--- src/verilog/tpc_defines.svh ---
// Register offsets, field positions and timing constants for the timer block
`ifndef TPC_DEFINES_SVH
`define TPC_DEFINES_SVH
`define TPC_OFF_SC 8'h00
`define TPC_OFF_CNTH 8'h04
`define TPC_OFF_CNTL 8'h08
`define TPC_OFF_MODH 8'h0C
`define TPC_OFF_MODL 8'h10
`define TPC_OFF_DBG 8'h14
`define TPC_OFF_CH_BASE 8'h20
`define TPC_CH_STRIDE 8'h10
`define TPC_CH_SC 4'h0
`define TPC_CH_VH 4'h4
`define TPC_CH_VL 4'h8
`define TPC_SC_TOF 7
`define TPC_SC_OVERFLOW_IRQ_ENABLE 6
`define TPC_SC_CENTER_ALIGN_SELECT 5
`define TPC_CSC_CHF 7
`define TPC_CSC_CHIE 6
`define TPC_CLK_NONE 2'b00
`define TPC_CLK_BUS 2'b01
`define TPC_CLK_FIXED 2'b10
`define TPC_CLK_EXT 2'b11
`define TPC_RESP_OKAY 2'b00
`define TPC_RESP_SLVERR 2'b10
`define TPC_CNT_MAX 16'hFFFF
`endif

--- src/verilog/tpc_pkg.sv ---
// Types shared by the timer block
package tpc_pkg;
	typedef enum logic [1:0] {
		TPC_INPUT_CAPTURE,
		TPC_OUTPUT_COMPARE,
		TPC_EDGE_PWM,
		TPC_CENTER_PWM
	} tpc_mode_e;
endpackage : tpc_pkg

--- src/verilog/tpc_timer.sv ---
// Timer with shared counter, modulo and capture/compare/PWM channels on AXI4-Lite
// Notes on behaviour
// - Output compare with level select 11 drives pin high on match.
// - Edge PWM: 10 clears on match, X1 sets on match.
// - Center PWM: high-true clears on up match, sets on down match; low-true opposite.
// - Reset clears every channel value.
// - Capture mode: reading one byte latches the other; the next value read of either byte returns it.
// - Channel control write resets that channel's coherency latches, even halted.
// - Capture mode ignores writes to channel value bytes.
// - Debug halt freezes latches; value reads return the live register.
// - Compare/PWM writes buffered; with no clock, load on second byte.
// - Compare mode with clock: load at next counter change after both bytes.
// - PWM with clock: load when counter steps modulo-1 to modulo (or to FFFF).
// - Debug halt writes go straight to the channel register.
// - Halt writes leave a partial buffered write intact; it completes later.
// - Center-select puts all channels in center PWM and counter up/down.
// - Clock select resets to 00; 00 stops counting, keeps all values.
// - External clock is synchronised; it must be under a quarter bus rate.
// - Shared clock pin not for capture; level select 00 leaves pin undriven.
// - Overflow enable raises interrupt while overflow flag is set.
// - Up mode wraps terminal count to zero and sets overflow flag.
// - Center mode sets overflow flag turning down from modulo.
// - Up/down counter turns at terminal and zero, each one tick long.
// - Any counter write clears it and resets its read latch.
// - Clock field: 00 none, 01 bus, 10 fixed, 11 external.
// - Prescaler divides by 1 to 128; new value acts next cycle.
// - Flag cleared by read while set then write 0; new event wins.
`timescale 1ns/1ps
`include "tpc_defines.svh"
module tpc_timer import tpc_pkg::*; #(
	parameter int CHANNELS = 2
) (
	input wire logic aclk,
	input wire logic aresetn,
	input wire logic [31:0] s_axi_awaddr,
	input wire logic s_axi_awvalid,
	output logic s_axi_awready,
	input wire logic [31:0] s_axi_wdata,
	input wire logic [3:0] s_axi_wstrb,
	input wire logic s_axi_wvalid,
	output logic s_axi_wready,
	output logic [1:0] s_axi_bresp,
	output logic s_axi_bvalid,
	input wire logic s_axi_bready,
	input wire logic [31:0] s_axi_araddr,
	input wire logic s_axi_arvalid,
	output logic s_axi_arready,
	output logic [31:0] s_axi_rdata,
	output logic [1:0] s_axi_rresp,
	output logic s_axi_rvalid,
	input wire logic s_axi_rready,
	input wire logic fixed_clk_tick,
	input wire logic ext_clk_pin,
	input wire logic [CHANNELS-1:0] chan_pin_in,
	output logic [CHANNELS-1:0] chan_pin_out,
	output logic [CHANNELS-1:0] chan_pin_oe,
	output logic overflow_irq,
	output logic [CHANNELS-1:0] channel_irq
);
	// Bus slave: write address and data latched independently
	logic aw_held, w_held;
	logic [7:0] aw_addr;
	logic [31:0] w_data;
	logic [3:0] w_strb;
	wire wr_go = aw_held && w_held && !s_axi_bvalid;
	wire rd_go = s_axi_arvalid && !s_axi_rvalid;
	wire [7:0] ar_addr = s_axi_araddr[7:0];
	assign s_axi_awready = !aw_held;
	assign s_axi_wready = !w_held;
	assign s_axi_arready = !s_axi_rvalid;
	wire wr_byte_ok = w_strb[0];

	// Global registers
	logic overflow_flag, overflow_irq_enable, center_align_select;
	logic [1:0] clk_sel;
	logic [2:0] prescale_field;
	logic debug_halt_mode;
	logic [15:0] counter, modulo, mod_buf;
	logic count_down;
	logic [7:0] cnt_rd_buf;
	logic cnt_rd_latched, tof_armed, mod_hi_done, mod_lo_done;

	wire wr_sc = wr_go && aw_addr == `TPC_OFF_SC && wr_byte_ok;
	wire wr_cnt = wr_go && (aw_addr == `TPC_OFF_CNTH || aw_addr == `TPC_OFF_CNTL) && wr_byte_ok;
	wire wr_modh = wr_go && aw_addr == `TPC_OFF_MODH && wr_byte_ok;
	wire wr_modl = wr_go && aw_addr == `TPC_OFF_MODL && wr_byte_ok;
	wire wr_dbg = wr_go && aw_addr == `TPC_OFF_DBG && wr_byte_ok;
	wire rd_sc = rd_go && ar_addr == `TPC_OFF_SC;
	wire rd_cnth = rd_go && ar_addr == `TPC_OFF_CNTH;
	wire rd_cntl = rd_go && ar_addr == `TPC_OFF_CNTL;

	// External clock synchroniser and edge detect
	logic ext_s1, ext_s2, ext_s3;
	wire ext_rise = ext_s2 && !ext_s3;

	// Clock selection and prescaler
	logic [6:0] presc;
	logic src_tick;
	assign src_tick = (clk_sel == `TPC_CLK_BUS) ? 1'b1 :
		(clk_sel == `TPC_CLK_FIXED) ? fixed_clk_tick :
		(clk_sel == `TPC_CLK_EXT) ? ext_rise : 1'b0;
	wire [6:0] presc_mask = 7'((8'h01 << prescale_field) - 8'h01);
	wire presc_wrap = (presc & presc_mask) == presc_mask;
	wire count_tick = src_tick && presc_wrap && !debug_halt_mode;

	// Counter terminal and turning points
	wire [15:0] terminal = (modulo == 16'h0000) ? `TPC_CNT_MAX : modulo;
	wire up_wrap = !center_align_select && counter == terminal;
	wire turn_down = center_align_select && !count_down && counter == terminal;
	wire turn_up = center_align_select && count_down && counter == 16'h0000;
	wire step_down = turn_down || (center_align_select && count_down && !turn_up);
	wire [15:0] next_counter = up_wrap ? 16'h0000 : step_down ? counter - 16'h0001 : counter + 16'h0001;
	wire tof_set = count_tick && tof_armed && (up_wrap || turn_down);
	wire pwm_load_pt = count_tick && !count_down && next_counter == terminal;

	always_ff @(posedge aclk) begin
		ext_s1 <= ext_clk_pin;
		ext_s2 <= ext_s1;
		ext_s3 <= ext_s2;
	end

	always_ff @(posedge aclk) begin
		if (!aresetn) begin
			presc <= 7'h00;
		end else if (src_tick && !debug_halt_mode) begin
			presc <= presc_wrap ? 7'h00 : presc + 7'h01;
		end
	end

	always_ff @(posedge aclk) begin
		if (!aresetn) begin
			counter <= 16'h0000;
			count_down <= 1'b0;
		end else if (wr_cnt) begin
			counter <= 16'h0000;
			count_down <= 1'b0;
		end else if (count_tick) begin
			counter <= next_counter;
			if (turn_down) begin
				count_down <= 1'b1;
			end else if (turn_up || !center_align_select) begin
				count_down <= 1'b0;
			end
		end
	end

	// Status/control, overflow flag with read-then-write-0 clear
	logic tof_seen;
	always_ff @(posedge aclk) begin
		if (!aresetn) begin
			overflow_flag <= 1'b0;
			tof_seen <= 1'b0;
			overflow_irq_enable <= 1'b0;
			center_align_select <= 1'b0;
			clk_sel <= `TPC_CLK_NONE;
			prescale_field <= 3'b000;
			debug_halt_mode <= 1'b0;
		end else begin
			if (tof_set) begin
				overflow_flag <= 1'b1;
			end else if (wr_sc && !w_data[`TPC_SC_TOF] && tof_seen) begin
				overflow_flag <= 1'b0;
			end
			if (rd_sc && overflow_flag) begin
				tof_seen <= 1'b1;
			end else if (wr_sc || tof_set) begin
				tof_seen <= 1'b0;
			end
			if (wr_sc) begin
				overflow_irq_enable <= w_data[`TPC_SC_OVERFLOW_IRQ_ENABLE];
				center_align_select <= w_data[`TPC_SC_CENTER_ALIGN_SELECT];
				clk_sel <= w_data[4:3];
				prescale_field <= w_data[2:0];
			end
			if (wr_dbg) begin
				debug_halt_mode <= w_data[0];
			end
		end
	end

	// Counter read coherency and modulo write buffer
	always_ff @(posedge aclk) begin
		if (!aresetn) begin
			cnt_rd_latched <= 1'b0;
			cnt_rd_buf <= 8'h00;
			modulo <= 16'h0000;
			mod_buf <= 16'h0000;
			mod_hi_done <= 1'b0;
			mod_lo_done <= 1'b0;
			tof_armed <= 1'b1;
		end else begin
			if (wr_sc || wr_cnt) begin
				cnt_rd_latched <= 1'b0;
			end else if (!debug_halt_mode && (rd_cnth || rd_cntl)) begin
				cnt_rd_latched <= !cnt_rd_latched;
				if (!cnt_rd_latched) begin
					cnt_rd_buf <= rd_cnth ? counter[7:0] : counter[15:8];
				end
			end
			if (wr_sc) begin
				mod_hi_done <= 1'b0;
				mod_lo_done <= 1'b0;
				tof_armed <= 1'b1;
			end else if (debug_halt_mode && (wr_modh || wr_modl)) begin
				if (wr_modh) modulo[15:8] <= w_data[7:0];
				if (wr_modl) modulo[7:0] <= w_data[7:0];
			end else if (wr_modh || wr_modl) begin
				if (wr_modh) mod_buf[15:8] <= w_data[7:0];
				if (wr_modl) mod_buf[7:0] <= w_data[7:0];
				mod_hi_done <= mod_hi_done || wr_modh;
				mod_lo_done <= mod_lo_done || wr_modl;
				tof_armed <= (mod_hi_done || wr_modh) && (mod_lo_done || wr_modl);
				if (clk_sel == `TPC_CLK_NONE && (mod_hi_done || wr_modh) && (mod_lo_done || wr_modl)) begin
					modulo <= {wr_modh ? w_data[7:0] : mod_buf[15:8], wr_modl ? w_data[7:0] : mod_buf[7:0]};
					mod_hi_done <= 1'b0;
					mod_lo_done <= 1'b0;
				end
			end else if (mod_hi_done && mod_lo_done && pwm_load_pt) begin
				modulo <= mod_buf;
				mod_hi_done <= 1'b0;
				mod_lo_done <= 1'b0;
			end
		end
	end

	assign overflow_irq = overflow_irq_enable && overflow_flag;

	// Per-channel logic
	logic [7:0] ch_rd_data [CHANNELS];
	logic [CHANNELS-1:0] ch_rd_hit;
	genvar g;
	generate
		for (g = 0; g < CHANNELS; g++) begin : g_ch
			localparam logic [7:0] BASE = 8'(`TPC_OFF_CH_BASE + g * `TPC_CH_STRIDE);
			logic chf, chf_seen, chie, msb, msa;
			logic [1:0] els;
			logic [15:0] value, wbuf;
			logic [7:0] rbuf;
			logic rd_latched, wh_done, wl_done, pin, pin_s1, pin_s2, pin_s3;
			tpc_mode_e mode;
			assign mode = center_align_select ? TPC_CENTER_PWM : msb ? TPC_EDGE_PWM :
				msa ? TPC_OUTPUT_COMPARE : TPC_INPUT_CAPTURE;
			wire capture = mode == TPC_INPUT_CAPTURE;
			wire w_sc = wr_go && aw_addr == BASE + 8'(`TPC_CH_SC) && wr_byte_ok;
			wire w_vh = wr_go && aw_addr == BASE + 8'(`TPC_CH_VH) && wr_byte_ok && !capture;
			wire w_vl = wr_go && aw_addr == BASE + 8'(`TPC_CH_VL) && wr_byte_ok && !capture;
			wire r_sc = rd_go && ar_addr == BASE + 8'(`TPC_CH_SC);
			wire r_vh = rd_go && ar_addr == BASE + 8'(`TPC_CH_VH);
			wire r_vl = rd_go && ar_addr == BASE + 8'(`TPC_CH_VL);
			wire both_done = (wh_done || w_vh) && (wl_done || w_vl);
			wire pin_rise = pin_s2 && !pin_s3;
			wire pin_fall = !pin_s2 && pin_s3;
			wire cap_ev = capture && ((els[0] && pin_rise) || (els[1] && pin_fall));
			wire match = count_tick && next_counter == value;
			wire pwm_full = (mode == TPC_EDGE_PWM && (value == 16'h0000 || value > modulo)) ||
				(mode == TPC_CENTER_PWM && (value == 16'h0000 || value[15] || value > modulo));
			wire cmp_ev = !capture && match && !pwm_full;
			wire ch_ev = cap_ev || cmp_ev;
			wire load_due = (mode == TPC_OUTPUT_COMPARE) ? count_tick : pwm_load_pt;
			always_ff @(posedge aclk) begin
				pin_s1 <= chan_pin_in[g];
				pin_s2 <= pin_s1;
				pin_s3 <= pin_s2;
			end
			always_ff @(posedge aclk) begin
				if (!aresetn) begin
					chf <= 1'b0;
					chf_seen <= 1'b0;
					chie <= 1'b0;
					msb <= 1'b0;
					msa <= 1'b0;
					els <= 2'b00;
				end else begin
					if (ch_ev) begin
						chf <= 1'b1;
					end else if (w_sc && !w_data[`TPC_CSC_CHF] && chf_seen) begin
						chf <= 1'b0;
					end
					if (r_sc && chf) begin
						chf_seen <= 1'b1;
					end else if (w_sc || ch_ev) begin
						chf_seen <= 1'b0;
					end
					if (w_sc) begin
						chie <= w_data[`TPC_CSC_CHIE];
						msb <= w_data[5];
						msa <= w_data[4];
						els <= w_data[3:2];
					end
				end
			end
			always_ff @(posedge aclk) begin
				if (!aresetn) begin
					value <= 16'h0000;
					wbuf <= 16'h0000;
					rbuf <= 8'h00;
					rd_latched <= 1'b0;
					wh_done <= 1'b0;
					wl_done <= 1'b0;
				end else if (w_sc) begin
					rd_latched <= 1'b0;
					wh_done <= 1'b0;
					wl_done <= 1'b0;
				end else if (cap_ev) begin
					value <= counter;
				end else if (debug_halt_mode) begin
					if (w_vh) value[15:8] <= w_data[7:0];
					if (w_vl) value[7:0] <= w_data[7:0];
				end else if (w_vh || w_vl) begin
					if (w_vh) wbuf[15:8] <= w_data[7:0];
					if (w_vl) wbuf[7:0] <= w_data[7:0];
					wh_done <= wh_done || w_vh;
					wl_done <= wl_done || w_vl;
					if (clk_sel == `TPC_CLK_NONE && both_done) begin
						value <= {w_vh ? w_data[7:0] : wbuf[15:8], w_vl ? w_data[7:0] : wbuf[7:0]};
						wh_done <= 1'b0;
						wl_done <= 1'b0;
					end
				end else if (wh_done && wl_done && load_due) begin
					value <= wbuf;
					wh_done <= 1'b0;
					wl_done <= 1'b0;
				end else if (capture && (r_vh || r_vl)) begin
					rd_latched <= !rd_latched;
					if (!rd_latched) begin
						rbuf <= r_vh ? value[7:0] : value[15:8];
					end
				end
			end
			// Pin driver
			always_ff @(posedge aclk) begin
				if (!aresetn) begin
					pin <= 1'b0;
				end else if (mode == TPC_OUTPUT_COMPARE && cmp_ev) begin
					case (els)
						2'b01: pin <= !pin;
						2'b10: pin <= 1'b0;
						2'b11: pin <= 1'b1;
						default: pin <= pin;
					endcase
				end else if (mode == TPC_EDGE_PWM) begin
					if (count_tick && up_wrap) begin
						pin <= !els[0];
					end else if (match || (value == 16'h0000 && count_tick)) begin
						pin <= els[0];
					end
				end else if (mode == TPC_CENTER_PWM && match) begin
					pin <= step_down ^ els[0];
				end
			end
			assign chan_pin_out[g] = pin;
			assign chan_pin_oe[g] = els != 2'b00 && !capture;
			assign channel_irq[g] = chie && chf;
			assign ch_rd_hit[g] = r_sc || r_vh || r_vl;
			assign ch_rd_data[g] = r_sc ? {chf, chie, msb, msa, els, 2'b00} :
				(capture && rd_latched && !debug_halt_mode) ? rbuf :
				r_vh ? value[15:8] : value[7:0];
		end
	endgenerate

	// Read mux
	logic [7:0] ch_sel_data;
	always_comb begin
		ch_sel_data = 8'h00;
		for (int i = 0; i < CHANNELS; i++) begin
			if (ch_rd_hit[i]) ch_sel_data = ch_rd_data[i];
		end
	end
	wire cnt_use_buf = cnt_rd_latched && !debug_halt_mode;
	wire [7:0] rd_byte = rd_sc ? {overflow_flag, overflow_irq_enable, center_align_select, clk_sel, prescale_field} :
		rd_cnth ? (cnt_use_buf ? cnt_rd_buf : counter[15:8]) :
		rd_cntl ? (cnt_use_buf ? cnt_rd_buf : counter[7:0]) :
		(ar_addr == `TPC_OFF_MODH) ? modulo[15:8] :
		(ar_addr == `TPC_OFF_MODL) ? modulo[7:0] :
		(ar_addr == `TPC_OFF_DBG) ? {7'h00, debug_halt_mode} : ch_sel_data;
	wire rd_mapped = rd_sc || rd_cnth || rd_cntl || ar_addr == `TPC_OFF_MODH ||
		ar_addr == `TPC_OFF_MODL || ar_addr == `TPC_OFF_DBG || |ch_rd_hit;
	wire wr_mapped = wr_sc || wr_cnt || wr_modh || wr_modl || wr_dbg ||
		(aw_addr >= `TPC_OFF_CH_BASE && aw_addr < 8'(`TPC_OFF_CH_BASE + CHANNELS * `TPC_CH_STRIDE)
		&& aw_addr[3:0] <= `TPC_CH_VL && aw_addr[1:0] == 2'b00);

	always_ff @(posedge aclk) begin
		if (!aresetn) begin
			aw_held <= 1'b0;
			w_held <= 1'b0;
			aw_addr <= 8'h00;
			w_data <= 32'h0000_0000;
			w_strb <= 4'h0;
			s_axi_bvalid <= 1'b0;
			s_axi_bresp <= `TPC_RESP_OKAY;
			s_axi_rvalid <= 1'b0;
			s_axi_rdata <= 32'h0000_0000;
			s_axi_rresp <= `TPC_RESP_OKAY;
		end else begin
			if (s_axi_awvalid && !aw_held) begin
				aw_held <= 1'b1;
				aw_addr <= s_axi_awaddr[7:0];
			end else if (wr_go) begin
				aw_held <= 1'b0;
			end
			if (s_axi_wvalid && !w_held) begin
				w_held <= 1'b1;
				w_data <= s_axi_wdata;
				w_strb <= s_axi_wstrb;
			end else if (wr_go) begin
				w_held <= 1'b0;
			end
			if (wr_go) begin
				s_axi_bvalid <= 1'b1;
				s_axi_bresp <= (wr_mapped || !wr_byte_ok) ? `TPC_RESP_OKAY : `TPC_RESP_SLVERR;
			end else if (s_axi_bready) begin
				s_axi_bvalid <= 1'b0;
			end
			if (rd_go) begin
				s_axi_rvalid <= 1'b1;
				s_axi_rdata <= rd_mapped ? {24'h00_0000, rd_byte} : 32'h0000_0000;
				s_axi_rresp <= rd_mapped ? `TPC_RESP_OKAY : `TPC_RESP_SLVERR;
			end else if (s_axi_rready) begin
				s_axi_rvalid <= 1'b0;
			end
		end
	end
endmodule : tpc_timer

--- config.mk ---
export PLATFORM = sky130hd
export DESIGN_NAME = tpc_timer
export DESIGN_NICKNAME = d
export VERILOG_FILES = /design/src/verilog/tpc_pkg.sv /design/src/verilog/tpc_timer.sv
export VERILOG_INCLUDE_DIRS = /design/src /design/src/verilog
export SDC_FILE = /design/constraint.sdc
export NUM_CORES = 1
export LEC_CHECK = 0
export ABC_AREA = 0
export BUFFER_PORTS_ARGS = -buffer_cell sky130_fd_sc_hd__buf_2
export CORE_MARGIN = 3
export CORE_UTILIZATION = 40
export CTS_CLUSTER_DIAMETER = 100
export DETAILED_ROUTE_END_ITERATION = 7
export MAX_ROUTING_LAYER = met4
export PLACE_DENSITY_LB_ADDON = 0.25
export SLEW_MARGIN = 20
export SYNTH_ARGS = -nofsm -noshare
export SYNTH_HDL_FRONTEND = slang
export SYNTH_SLANG_ARGS = --single-unit
--- constraint.sdc ---
create_clock -name aclk -period 7.85 [get_ports aclk]
set_clock_uncertainty 0.2 [all_clocks]
set_input_delay 1.1775 -clock aclk [delete_from_list [all_inputs] [get_ports aclk]]
set_output_delay 1.1775 -clock aclk [all_outputs]
set_load 0.05 [all_outputs]
==> results of run 1 <==
-- cells in the mapped netlist (12+ instances only) --
library cell,n
sky130_fd_sc_hd__nand3_1,46
sky130_fd_sc_hd__a21o_1,15
sky130_fd_sc_hd__clkbuf_1,99
sky130_fd_sc_hd__a21oi_1,97
sky130_fd_sc_hd__o22ai_1,12
sky130_fd_sc_hd__o21ai_0,108
sky130_fd_sc_hd__mux2i_1,131
sky130_fd_sc_hd__xnor2_1,20
sky130_fd_sc_hd__a22oi_1,14
sky130_fd_sc_hd__nor2_1,121
sky130_fd_sc_hd__mux2_2,31
sky130_fd_sc_hd__nor4_1,19
sky130_fd_sc_hd__nand2_1,298
sky130_fd_sc_hd__nand4_1,20
sky130_fd_sc_hd__nand3b_1,15
sky130_fd_sc_hd__nor2b_1,70
sky130_fd_sc_hd__buf_4,28
sky130_fd_sc_hd__nor3_1,39
sky130_fd_sc_hd__ha_1,54
sky130_fd_sc_hd__nand2b_1,14
sky130_fd_sc_hd__inv_1,46
sky130_fd_sc_hd__dfxtp_1,220
sky130_fd_sc_hd__xor2_1,22
sky130_fd_sc_hd__a21boi_0,85
sky130_fd_sc_hd__or3_1,35
-- layout make-up --
type,instances,area [sq um]
sequential,220,4400
clock inverter,12,126
clock buffer,36,769
timing repair buffer,148,1010
tap,461,577
multi-input combinational,1489,9680
inverter,46,173
fill,3524,19300
-- registers in the layout, indices dropped and copies added, names as in the netlist, 16 cells and up --
| signal | count |
|---|---|
| modulo | 16 |
| mod_buf | 16 |
| g_ch.value | 32 |
| g_ch.wbuf | 32 |
| counter | 16 |
| g_ch.rbuf | 16 |
-- worst min path at each step --
stage                                 from  cells after the start                endpoint
finish              g_ch[1].pin_s1$_DFF_P_                      0  g_ch[1].pin_s2$_DFF_P_
global route                ext_s1$_DFF_P_                      0          ext_s2$_DFF_P_
CTS                 g_ch[1].pin_s1$_DFF_P_                      0  g_ch[1].pin_s2$_DFF_P_
detailed placement          ext_s1$_DFF_P_                      0          ext_s2$_DFF_P_
global placement            ext_s1$_DFF_P_                      0          ext_s2$_DFF_P_
floorplan                   ext_s1$_DFF_P_                      0          ext_s2$_DFF_P_
-- worst reg2reg max path: stages, from the launching register on --
cell and delay, ps:
sky130_fd_sc_hd__dfxtp_1 310, sky130_fd_sc_hd__or4_4 580, sky130_fd_sc_hd__nand3b_4 330, sky130_fd_sc_hd__o21ai_0 320, sky130_fd_sc_hd__xor2_1 100, sky130_fd_sc_hd__or4_4 550, sky130_fd_sc_hd__nand4b_1 300, sky130_fd_sc_hd__nor2_1 160
sky130_fd_sc_hd__o21a_1 250, sky130_fd_sc_hd__buf_4 190, sky130_fd_sc_hd__buf_4 210, sky130_fd_sc_hd__ha_1 300, sky130_fd_sc_hd__nand4_1 160, sky130_fd_sc_hd__or3_1 400, sky130_fd_sc_hd__a31oi_1 420, sky130_fd_sc_hd__xnor2_2 230
sky130_fd_sc_hd__xnor2_1 170, sky130_fd_sc_hd__a2111oi_1 500, sky130_fd_sc_hd__nor4_2 160, sky130_fd_sc_hd__buf_4 170, sky130_fd_sc_hd__a41oi_1 260, sky130_fd_sc_hd__nor4bb_2 460, sky130_fd_sc_hd__buf_4 280, sky130_fd_sc_hd__mux2i_1 210
sky130_fd_sc_hd__nor2b_1 60
-- logic make-up after synthesis --
kind of cell / count (synthesis) / synth area share
adder cells (fa/ha/maj): 55 / 0.0471
XOR/XNOR: 43 / 0.0264
other: 1 / 0.000254
flip-flops: 220 / 0.298
multiplexers: 162 / 0.112
buffers and inverters: 186 / 0.0558
AO/OA/AOI/OAI: 462 / 0.213
AND/OR/NAND/NOR: 741 / 0.247
-- metal layers --
layer	global-route usage	vias up
li1	-	6760
met1	0.396	6830
met4	0.0912	0
met2	0.423	662
met5	-	-
met3	0.0459	133
-- report_power, final --
group / leakage (nW) / total, mW / switching [mW] / internal, mW
clock network: 0.441 / 1.26 / 0.511 / 0.753
logic: 4.73 / 0.122 / 0.0886 / 0.0332
registers: 1.78 / 1.14 / 0.0147 / 1.13
total: 6.95 / 2.53 / 0.614 / 1.91
==> impl_metrics.yaml, run 1 <==
run_status:
  status: "complete, no violations"
hold_path:
  timing.hold.worst.class: "reg2reg"
grt:
  grt_max_degree: 100
  via_count_of_the_first_global_routing_pass: 13200
  grt_pass1_wl_um: 83200
  overflow: 0
  grt_antenna_before_repair: 0
  gr-usage-all-layers: 0.285
synth:
  netlist-cell-type-count: 90
  post_synth_instance_area_sq_mm: 0.0148
  mean_syn_cell_area_sq_um: 7.90
  synth-async-reset-ratio: 0
  post-synth-top-area-cell: "sky130_fd_sc_hd__dfxtp_1"
  synth.yosys.warnings: 0
  synth_area_leaders: "sky130_fd_sc_hd__dfxtp_1 (30%), sky130_fd_sc_hd__mux2i_1 (8.9%), sky130_fd_sc_hd__nand2_1 (7.6%), sky130_fd_sc_hd__ha_1 (4.6%), sky130_fd_sc_hd__a21boi_0 (4.3%)"
  top_area_cell_type_share_of_the_netlist_area: 0.298
  prevailing_post_synth_register_cell: "sky130_fd_sc_hd__dfxtp_1"
  synth-edff-count: 0
  ys_seq_area_frac: 0.298
  synth-seq-cells: 220
  post_synth_inst_count: 1870
detailed_routing:
  wl_met1_um: 24200
  wl_met3_um: 5350
  routed_via_density: 5.96
  detailedRoute.firstPassIterationCount: 8
  antenna_left: 0
  detail_route.wl_per_cell_um: 23.0
  highest_metal_layer_used_by_the_detailed_router: "met4"
  wl_met2_um: 23800
  dr.first_iter.drc_count: 1456
  routed_wl_um: 55600
  via_count: 14400
  drcViolationCount: 0
power_and_ir_drop:
  power.density_cell_area_mw_per_mm2: 151
  power.leakage_nw: 6.95
  total_power_mw: 2.53
  power.ir.vdd_worst_v: 0.000137
worst_setup_path:
  r2r_slack_ps: 490
  critical_path_arrival_ps: 7610
  cp_num_cells: 24
  endpoint: "g_ch[0].rbuf[3]$_SDFFE_PN0P_"
  startpoint: "modulo[2]$_SDFFE_PN0P_"
  crit_chain: "or4_4, nand3b_4, o21ai_0, xor2_1, or4_4, nand4b_1, nor2_1, o21a_1, buf_4, buf_4, ha_1, nand4_1, or3_1, a31oi_1, xnor2_2, xnor2_1, a2111oi_1, nor4_2, buf_4, a41oi_1, nor4bb_2, buf_4, mux2i_1, nor2b_1"
  worst-path-max-fanout: 17
  critPathSlowestCell: "sky130_fd_sc_hd__or4_4"
  worstReg2RegEnd: "g_ch[0].rbuf[3]$_SDFFE_PN0P_"
  r2r_start: "modulo[2]$_SDFFE_PN0P_"
  worst_setup_path_end_kind: "register"
  critical_path_buf_inv_count: 4
  slowest_delay_ps: 580
  critPathKind: "reg2reg"
  worst_setup_path_start_kind: "register"
  cp.required_ps: 8100
  ff2ff_path_depth: 24
  critical_path.most_common_cell: "sky130_fd_sc_hd__buf_4"
  cpLargestDelayFamily: "simple AND/OR/NAND/NOR gates"
floorplan:
  die-area_sq_mm: 0.0393
  floorplan.core_area_sq_mm: 0.0360
  fp.dieW_um: 198
  initial_cell_density_of_the_core: 0.410
  chipHeight_um: 198
  placement_rows: 69
  i_o_pin_total: 159
final_layout:
  final_cell_mix: "sky130_fd_sc_hd__nand2_1 (298), sky130_fd_sc_hd__dfxtp_1 (220), sky130_fd_sc_hd__mux2i_1 (131), sky130_fd_sc_hd__nor2_1 (121), sky130_fd_sc_hd__o21ai_0 (106)"
  antenna_cells_inserted: 0
  finalNonFillerCells: 2412
  nNetsFinal: 2097
  syn2layout_area_growth_pct: 13.3
  final_design_area_no_fill_sq_mm: 0.0167
  finish.utilization: 0.465
  fraction_of_layout_cells_with_a_size_suffix_above_1: 0.138
  final_common_cell: "sky130_fd_sc_hd__nand2_1"
cts:
  clock_tree_from_tritoncts: "yes"
  clkTransAtPathRegs_ps: 60
  cts_num_sinks: 220
  worst_skew_pair.late_latency_ps: 560
  post-cts-setup-buffer-count: 0
  cts_root_buffer: "sky130_fd_sc_hd__clkbuf_16"
  postCtsHoldBufs: 0
  cts-root-to-sink-buffers: 3
  cts.htree.levels: 1
  cts_buffers: 26
  cts-resized-gates: 0
timing:
  post-route-worst-setup-slack_ps: 489
  hold_viol: 0
  setup-tns-final_ps: 0
  worst_slew_margin: 0.251
  max_slew.worst_pin.slew_ps: 1120
  grt_setup_unrepaired: "false"
  max_freq_ghz: 0.136
  timing.final.crit_period_ps: 7360
  report.final.setup_viol: 0
  layout_worst_path_cycle_share: 0.938
  timing.final.max_slew_violations: 0
  worst_hold_slack_ps: 127
run:
  cap_violations: 0
placed_design:
  portBuffers: 57
  place_area_sq_mm: 0.0158
  finalWeightedCongestion: 0.967
  placed_cell_count: 2364
  place_hpwl_um: 40500
  dp_slack_ps: 292
Power figures use the tool's default switching activity.
==> inputs of run 2 (changes only) <==
--- a/config.mk
+++ b/config.mk
@@ -12,6 +12,7 @@
 export CORE_UTILIZATION = 40
 export CTS_CLUSTER_DIAMETER = 100
 export DETAILED_ROUTE_END_ITERATION = 7
+export GPL_TIMING_DRIVEN = 0
 export MAX_ROUTING_LAYER = met4
 export PLACE_DENSITY_LB_ADDON = 0.25
 export SLEW_MARGIN = 20
==> impl_metrics.yaml, run 2 (same netlist as run 1, synthesis figures left out) <==
run_status:
  status: "complete, no violations"
detailed_routing:
  detail_route.wl_per_cell_um: 24.3
  detailedRoute.firstPassIterationCount: 6
  routed_via_density: 6.03
  routed_wl_um: 60000
  dr.first_iter.drc_count: 1513
  antenna_left: 0
  drcViolationCount: 0
  via_count: 14900
timing:
  grt_setup_unrepaired: "false"
  worst_hold_slack_ps: 125
  timing.final.crit_period_ps: 7580
  layout_worst_path_cycle_share: 0.966
  worst_slew_margin: 0.207
  hold_viol: 0
  max_freq_ghz: 0.132
  max_slew.worst_pin.slew_ps: 1180
  timing.final.max_slew_violations: 0
  report.final.setup_viol: 0
worst_setup_path:
  critPathSlowestCell: "sky130_fd_sc_hd__or4_4"
  worstReg2RegEnd: "g_ch[1].value[5]$_SDFFE_PN0P_"
  critical_path_arrival_ps: 7850
  r2r_start: "modulo[6]$_SDFFE_PN0P_"
  worst-path-max-fanout: 18
  worst_setup_path_start_kind: "register"
  critPathKind: "reg2reg"
  r2r_slack_ps: 270
  ff2ff_path_depth: 28
  startpoint: "modulo[6]$_SDFFE_PN0P_"
  worst_setup_path_end_kind: "register"
  cp.required_ps: 8120
  slowest_delay_ps: 570
power_and_ir_drop:
  power.ir.vdd_worst_v: 0.000158
  power_spent_charging_and_discharging_nets_uw: 617
  power.leakage_nw: 6.91
  power.share.switching: 0.248
  share_comb_of_total_power: 0.060
  clkPwrFrac: 0.482
  power_frac_seq: 0.458
  internal_power_mw: 1.87
  power.density_cell_area_mw_per_mm2: 147
hold_path:
  timing.hold.worst.class: "reg2reg"
  hold_end: "g_ch[0].pin_s2$_DFF_P_"
  holdPathStages: 0
  timing.hold.worst.start: "g_ch[0].pin_s1$_DFF_P_"
grt:
  via_count_of_the_first_global_routing_pass: 14000
  grt_pass1_wl_um: 88400
  global_route.usage.met2: 0.466
  grt_antenna_before_repair: 2
  gr-usage-all-layers: 0.307
  grt_max_degree: 20
  grt_util_met1: 0.397
  overflow: 0
  gr-max-usage-layer: "met2"
  use_met3: 0.0487
final_layout:
  fraction_of_layout_cells_with_a_size_suffix_above_1: 0.122
  syn2layout_area_growth_pct: 14.5
  final_cell_mix: "sky130_fd_sc_hd__nand2_1 (297), sky130_fd_sc_hd__dfxtp_1 (218), sky130_fd_sc_hd__mux2i_1 (131), sky130_fd_sc_hd__nor2_1 (121), sky130_fd_sc_hd__o21ai_0 (105)"
  finalNonFillerCells: 2469
  registers_with_the_most_flip_flops: "g_ch.value x32, g_ch.wbuf x32"
  final_common_cell: "sky130_fd_sc_hd__nand2_1"
  nNetsFinal: 2155
floorplan:
  fp.dieW_um: 198
  floorplan.core_area_sq_mm: 0.0360
  i_o_pin_total: 159
  initial_cell_density_of_the_core: 0.410
  placement_rows: 69
  chipHeight_um: 198
  die-area_sq_mm: 0.0393
cts:
  cts-root-to-sink-buffers: 3
  clkTransAtPathRegs_ps: 60
  cts_buffers: 25
  cts.htree.levels: 1
  postCtsHoldBufs: 0
  worst_skew_pair.late_latency_ps: 560
  cts_root_buffer: "sky130_fd_sc_hd__clkbuf_16"
  clock_tree_from_tritoncts: "yes"
  cts_num_sinks: 220
placed_design:
  placed_cell_count: 2414
  place_hpwl_um: 45000
  finalWeightedCongestion: 1.02
  portBuffers: 55
run:
  cap_violations: 0
-- run 2: worst max path at each step --
stage | end | cells after the start
3_3_place_gp | g_ch[0].value[7]$_SDFFE_PN0P_ | 24
3_5_place_dp | g_ch[1].value[5]$_SDFFE_PN0P_ | 25
5_1_grt | g_ch[1].value[3]$_SDFFE_PN0P_ | 28
4_1_cts | g_ch[0].rbuf[3]$_SDFFE_PN0P_ | 26
2_1_floorplan | modulo[10]$_SDFFE_PN0P_ | 25
6_report | g_ch[1].value[5]$_SDFFE_PN0P_ | 28
-- run 2: repair_timing --
action | CTS | global route
pin swaps | 6 | 2
setup buffers | 7 | 4
endpoints found under the setup margin | 79 | 71
gates resized for setup | 33 | 10
-- run 2: cell type report --
type                       count  area (sq um)
antenna                        1          2.50
buffer                       138           653
clock buffer                  36           717
clock inverter                 9           118
fill                        3629         19100
inverter                      46           173
multi-input combinational   1489          9870
sequential                   220          4410
tap                          461           577
timing repair buffer          69           390
-- run 2: worst max-delay path, delay by kind of cell, from the launching register on --
family / cells / cell delay, ps
flops: 1 / 450
buf+inv: 6 / 1160
simple gates: 11 / 2900
xor+xnor: 2 / 480
fa+ha+maj: 1 / 450
compound gates: 8 / 1830
-- run 2: through the flow --
step	power, mW	setup WS [ps]	util	TNS, ps	cell area (sq um)
finish	2.49	270	0.470	0	16900
global route	2.56	32.9	0.470	0	16900
CTS	2.50	70.3	0.468	0	16800
detailed placement	1.31	-1940	0.438	-125420	15800
global placement	1.31	-1790	0.436	-114070	15700
floorplan	1.26	668	-	0	14900
-- run 2: power by group through the flow --
stage | combinational, mW | clock (mW) | sequential, mW
after global routing | 0.157 | 1.26 | 1.14
after detailed placement | 0.146 | 0 | 1.16
after CTS | 0.147 | 1.22 | 1.14
final | 0.149 | 1.20 | 1.14
after global placement | 0.144 | 0 | 1.16
after floorplan | 0.0976 | 0 | 1.16
-- run 2: layer usage --
metal	routed length, um	part of all wire
met1	24900	0.42
met2	26400	0.44
met3	5140	0.086
met4	3530	0.059
met5	0	0
==> inputs of run 3 (changes only) <==
==> constraint.sdc (replaced) <==
create_clock -name aclk -period 7.2 [get_ports aclk]
set_clock_uncertainty 0.2 [all_clocks]
set_input_delay 1.08 -clock aclk [delete_from_list [all_inputs] [get_ports aclk]]
set_output_delay 1.08 -clock aclk [all_outputs]
set_load 0.05 [all_outputs]
==> impl_metrics.yaml, run 3 (same netlist as run 1, synthesis figures left out) <==
timing:
  timing.final.max_slew_violations: 0
  report.final.setup_viol: 0
  setup-tns-final_ps: 0
  hold_viol: 0
  max_freq_ghz: 0.140
  layout_worst_path_cycle_share: 0.992
  timing.final.crit_period_ps: 7140
  max_slew.worst_pin.slew_ps: 1130
  worst_slew_margin: 0.239
  post-route-worst-setup-slack_ps: 58.4
final_layout:
  finish.utilization: 0.482
  sequential_cell_area_sq_mm: 0.00441
  final_cell_mix: "sky130_fd_sc_hd__nand2_1 (296), sky130_fd_sc_hd__dfxtp_1 (216), sky130_fd_sc_hd__mux2i_1 (131), sky130_fd_sc_hd__nor2_1 (119), sky130_fd_sc_hd__o21ai_0 (103)"
  final_common_cell: "sky130_fd_sc_hd__nand2_1"
  finalNonFillerCells: 2490
  fraction_of_layout_cells_with_a_size_suffix_above_1: 0.144
  multi_input_comb_area_sq_mm: 0.0101
  registers_with_the_most_flip_flops: "g_ch.value x32, g_ch.wbuf x32"
  nNetsFinal: 2176
  syn2layout_area_growth_pct: 17.5
  n_fill_cell: 3585
power_and_ir_drop:
  total_power_mw: 2.72
  power.density_cell_area_mw_per_mm2: 157
  power.share.switching: 0.248
  internal_power_mw: 2.04
  power_frac_seq: 0.457
  power.leakage_nw: 7.07
  share_comb_of_total_power: 0.060
  clkPwrFrac: 0.483
  power_spent_charging_and_discharging_nets_uw: 675
  power.ir.vdd_worst_v: 0.000176
floorplan:
  placement_rows: 69
  fp.dieW_um: 198
  chipHeight_um: 198
  die-area_sq_mm: 0.0393
  floorplan.core_area_sq_mm: 0.0360
  initial_cell_density_of_the_core: 0.410
  i_o_pin_total: 159
worst_setup_path:
  ff2ff_path_depth: 27
  worst-path-max-fanout: 8
  worst_setup_path_start_kind: "register"
  critPathKind: "reg2reg"
  slowest_delay_ps: 510
  critical_path_buf_inv_count: 5
  critical_path.most_common_cell: "sky130_fd_sc_hd__o211ai_1"
  cp_num_cells: 27
  r2r_start: "modulo[10]$_SDFFE_PN0P_"
  cp.required_ps: 7430
  critical_path_arrival_ps: 7370
  r2r_slack_ps: 60
  critPathSlowestCell: "sky130_fd_sc_hd__or4_4"
  worstReg2RegEnd: "g_ch[1].rbuf[4]$_SDFFE_PN0P_"
  worst_setup_path_end_kind: "register"
  cpLargestDelayFamily: "compound AO/OA/AOI/OAI gates"
placed_design:
  dp_slack_ps: -2590
  finalWeightedCongestion: 1.02
  place_hpwl_um: 45000
  placed_cell_count: 2414
  portBuffers: 55
cts:
  cts.htree.levels: 1
  cts_root_buffer: "sky130_fd_sc_hd__clkbuf_16"
  worst_skew_pair.late_latency_ps: 560
  cts_buffers: 25
  cts_num_sinks: 220
  clkTransAtPathRegs_ps: 70
  cts-root-to-sink-buffers: 3
  clock_tree_from_tritoncts: "yes"
grt:
  grt_antenna_before_repair: 2
  gr-usage-all-layers: 0.309
  overflow: 0
  via_count_of_the_first_global_routing_pass: 14100
  grt_pass1_wl_um: 89000
  grt_max_degree: 14
detailed_routing:
  dr.first_iter.drc_count: 1658
  routed_via_density: 6.03
  drcViolationCount: 0
  detail_route.wl_per_cell_um: 24.5
  antenna_left: 0
  via_count: 15000
  detailedRoute.firstPassIterationCount: 6
  routed_wl_um: 61000
hold_path:
  timing.hold.worst.class: "reg2reg"
  holdPathStages: 0
  hold_end: "g_ch[0].pin_s2$_DFF_P_"
  timing.hold.worst.start: "g_ch[0].pin_s1$_DFF_P_"
run:
  cap_violations: 0
run_status:
  status: "complete, no violations"
-- run 3: cell count changes in the layout (fill, tap and decap cells not counted), moves of 3 or more --
cell	delta
sky130_fd_sc_hd__buf_4	+23
sky130_fd_sc_hd__a21boi_0	-6
sky130_fd_sc_hd__a21oi_1	-5
sky130_fd_sc_hd__a21boi_1	+4
sky130_fd_sc_hd__a21oi_4	+3
-- run 3: final cells by class --
class / instances / area share
flip-flops and latches: 220 / 0.254
multi-input cells: 1490 / 0.583
repair buffers: 91 / 0.0330
clock buffers: 36 / 0.0413
inverters: 46 / 0.00995
well taps: 461 / 0.0332
clock inverters: 9 / 0.00678
plain buffers: 136 / 0.0386
diodes: 1 / 0.000144
-- run 3: layer usage --
layer | global-route usage | wire, um | share of wire | up-vias
met5 | - | 0 | 0 | -
met4 | 0.154 | 3690 | 0.060 | 0
met3 | 0.0502 | 5350 | 0.088 | 188
met2 | 0.470 | 26700 | 0.44 | 784
met1 | 0.399 | 25300 | 0.42 | 7142
li1 | - | - | - | 6911
-- run 3: worst max path at each step --
stage	start	endpoint	slack (ps)
floorplan	modulo[2]$_SDFFE_PN0P_	modulo[10]$_SDFFE_PN0P_	20
global placement	modulo[2]$_SDFFE_PN0P_	g_ch[0].value[7]$_SDFFE_PN0P_	-2440
detailed placement	modulo[0]$_SDFFE_PN0P_	g_ch[1].value[5]$_SDFFE_PN0P_	-2590
CTS	modulo[6]$_SDFFE_PN0P_	g_ch[1].value[14]$_SDFFE_PN0P_	20
global route	modulo[3]$_SDFFE_PN0P_	modulo[7]$_SDFFE_PN0P_	-50
finish	modulo[10]$_SDFFE_PN0P_	g_ch[1].rbuf[4]$_SDFFE_PN0P_	60
-- run 3: power by group through the flow --
stage / clock network [mW] / logic [mW] / registers, mW
6_report: 1.31 / 0.162 / 1.24
5_1_grt: 1.38 / 0.171 / 1.24
3_5_place_dp: 0 / 0.160 / 1.27
4_1_cts: 1.32 / 0.160 / 1.24
3_3_place_gp: 0 / 0.157 / 1.27
2_1_floorplan: 0 / 0.106 / 1.27
-- run 3: metrics by stage --
| stage | cell area [sq um] | hold slack, ps |
|---|---|---|
| 2_1_floorplan | 14900 | 110 |
| 3_3_place_gp | 15700 | 110 |
| 3_5_place_dp | 15800 | 114 |
| 4_1_cts | 17000 | 127 |
| 5_1_grt | 17300 | 144 |
| 6_report | 17300 | 125 |
-- run 3: repair_timing --
item                       in CTS  in global routing
resized for setup              55                 53
cloned                          1                  0
pin swaps                      10                 13
setup endpoints to repair      84                 72
setup buffers                  16                 17
hold buffers                    0                  0
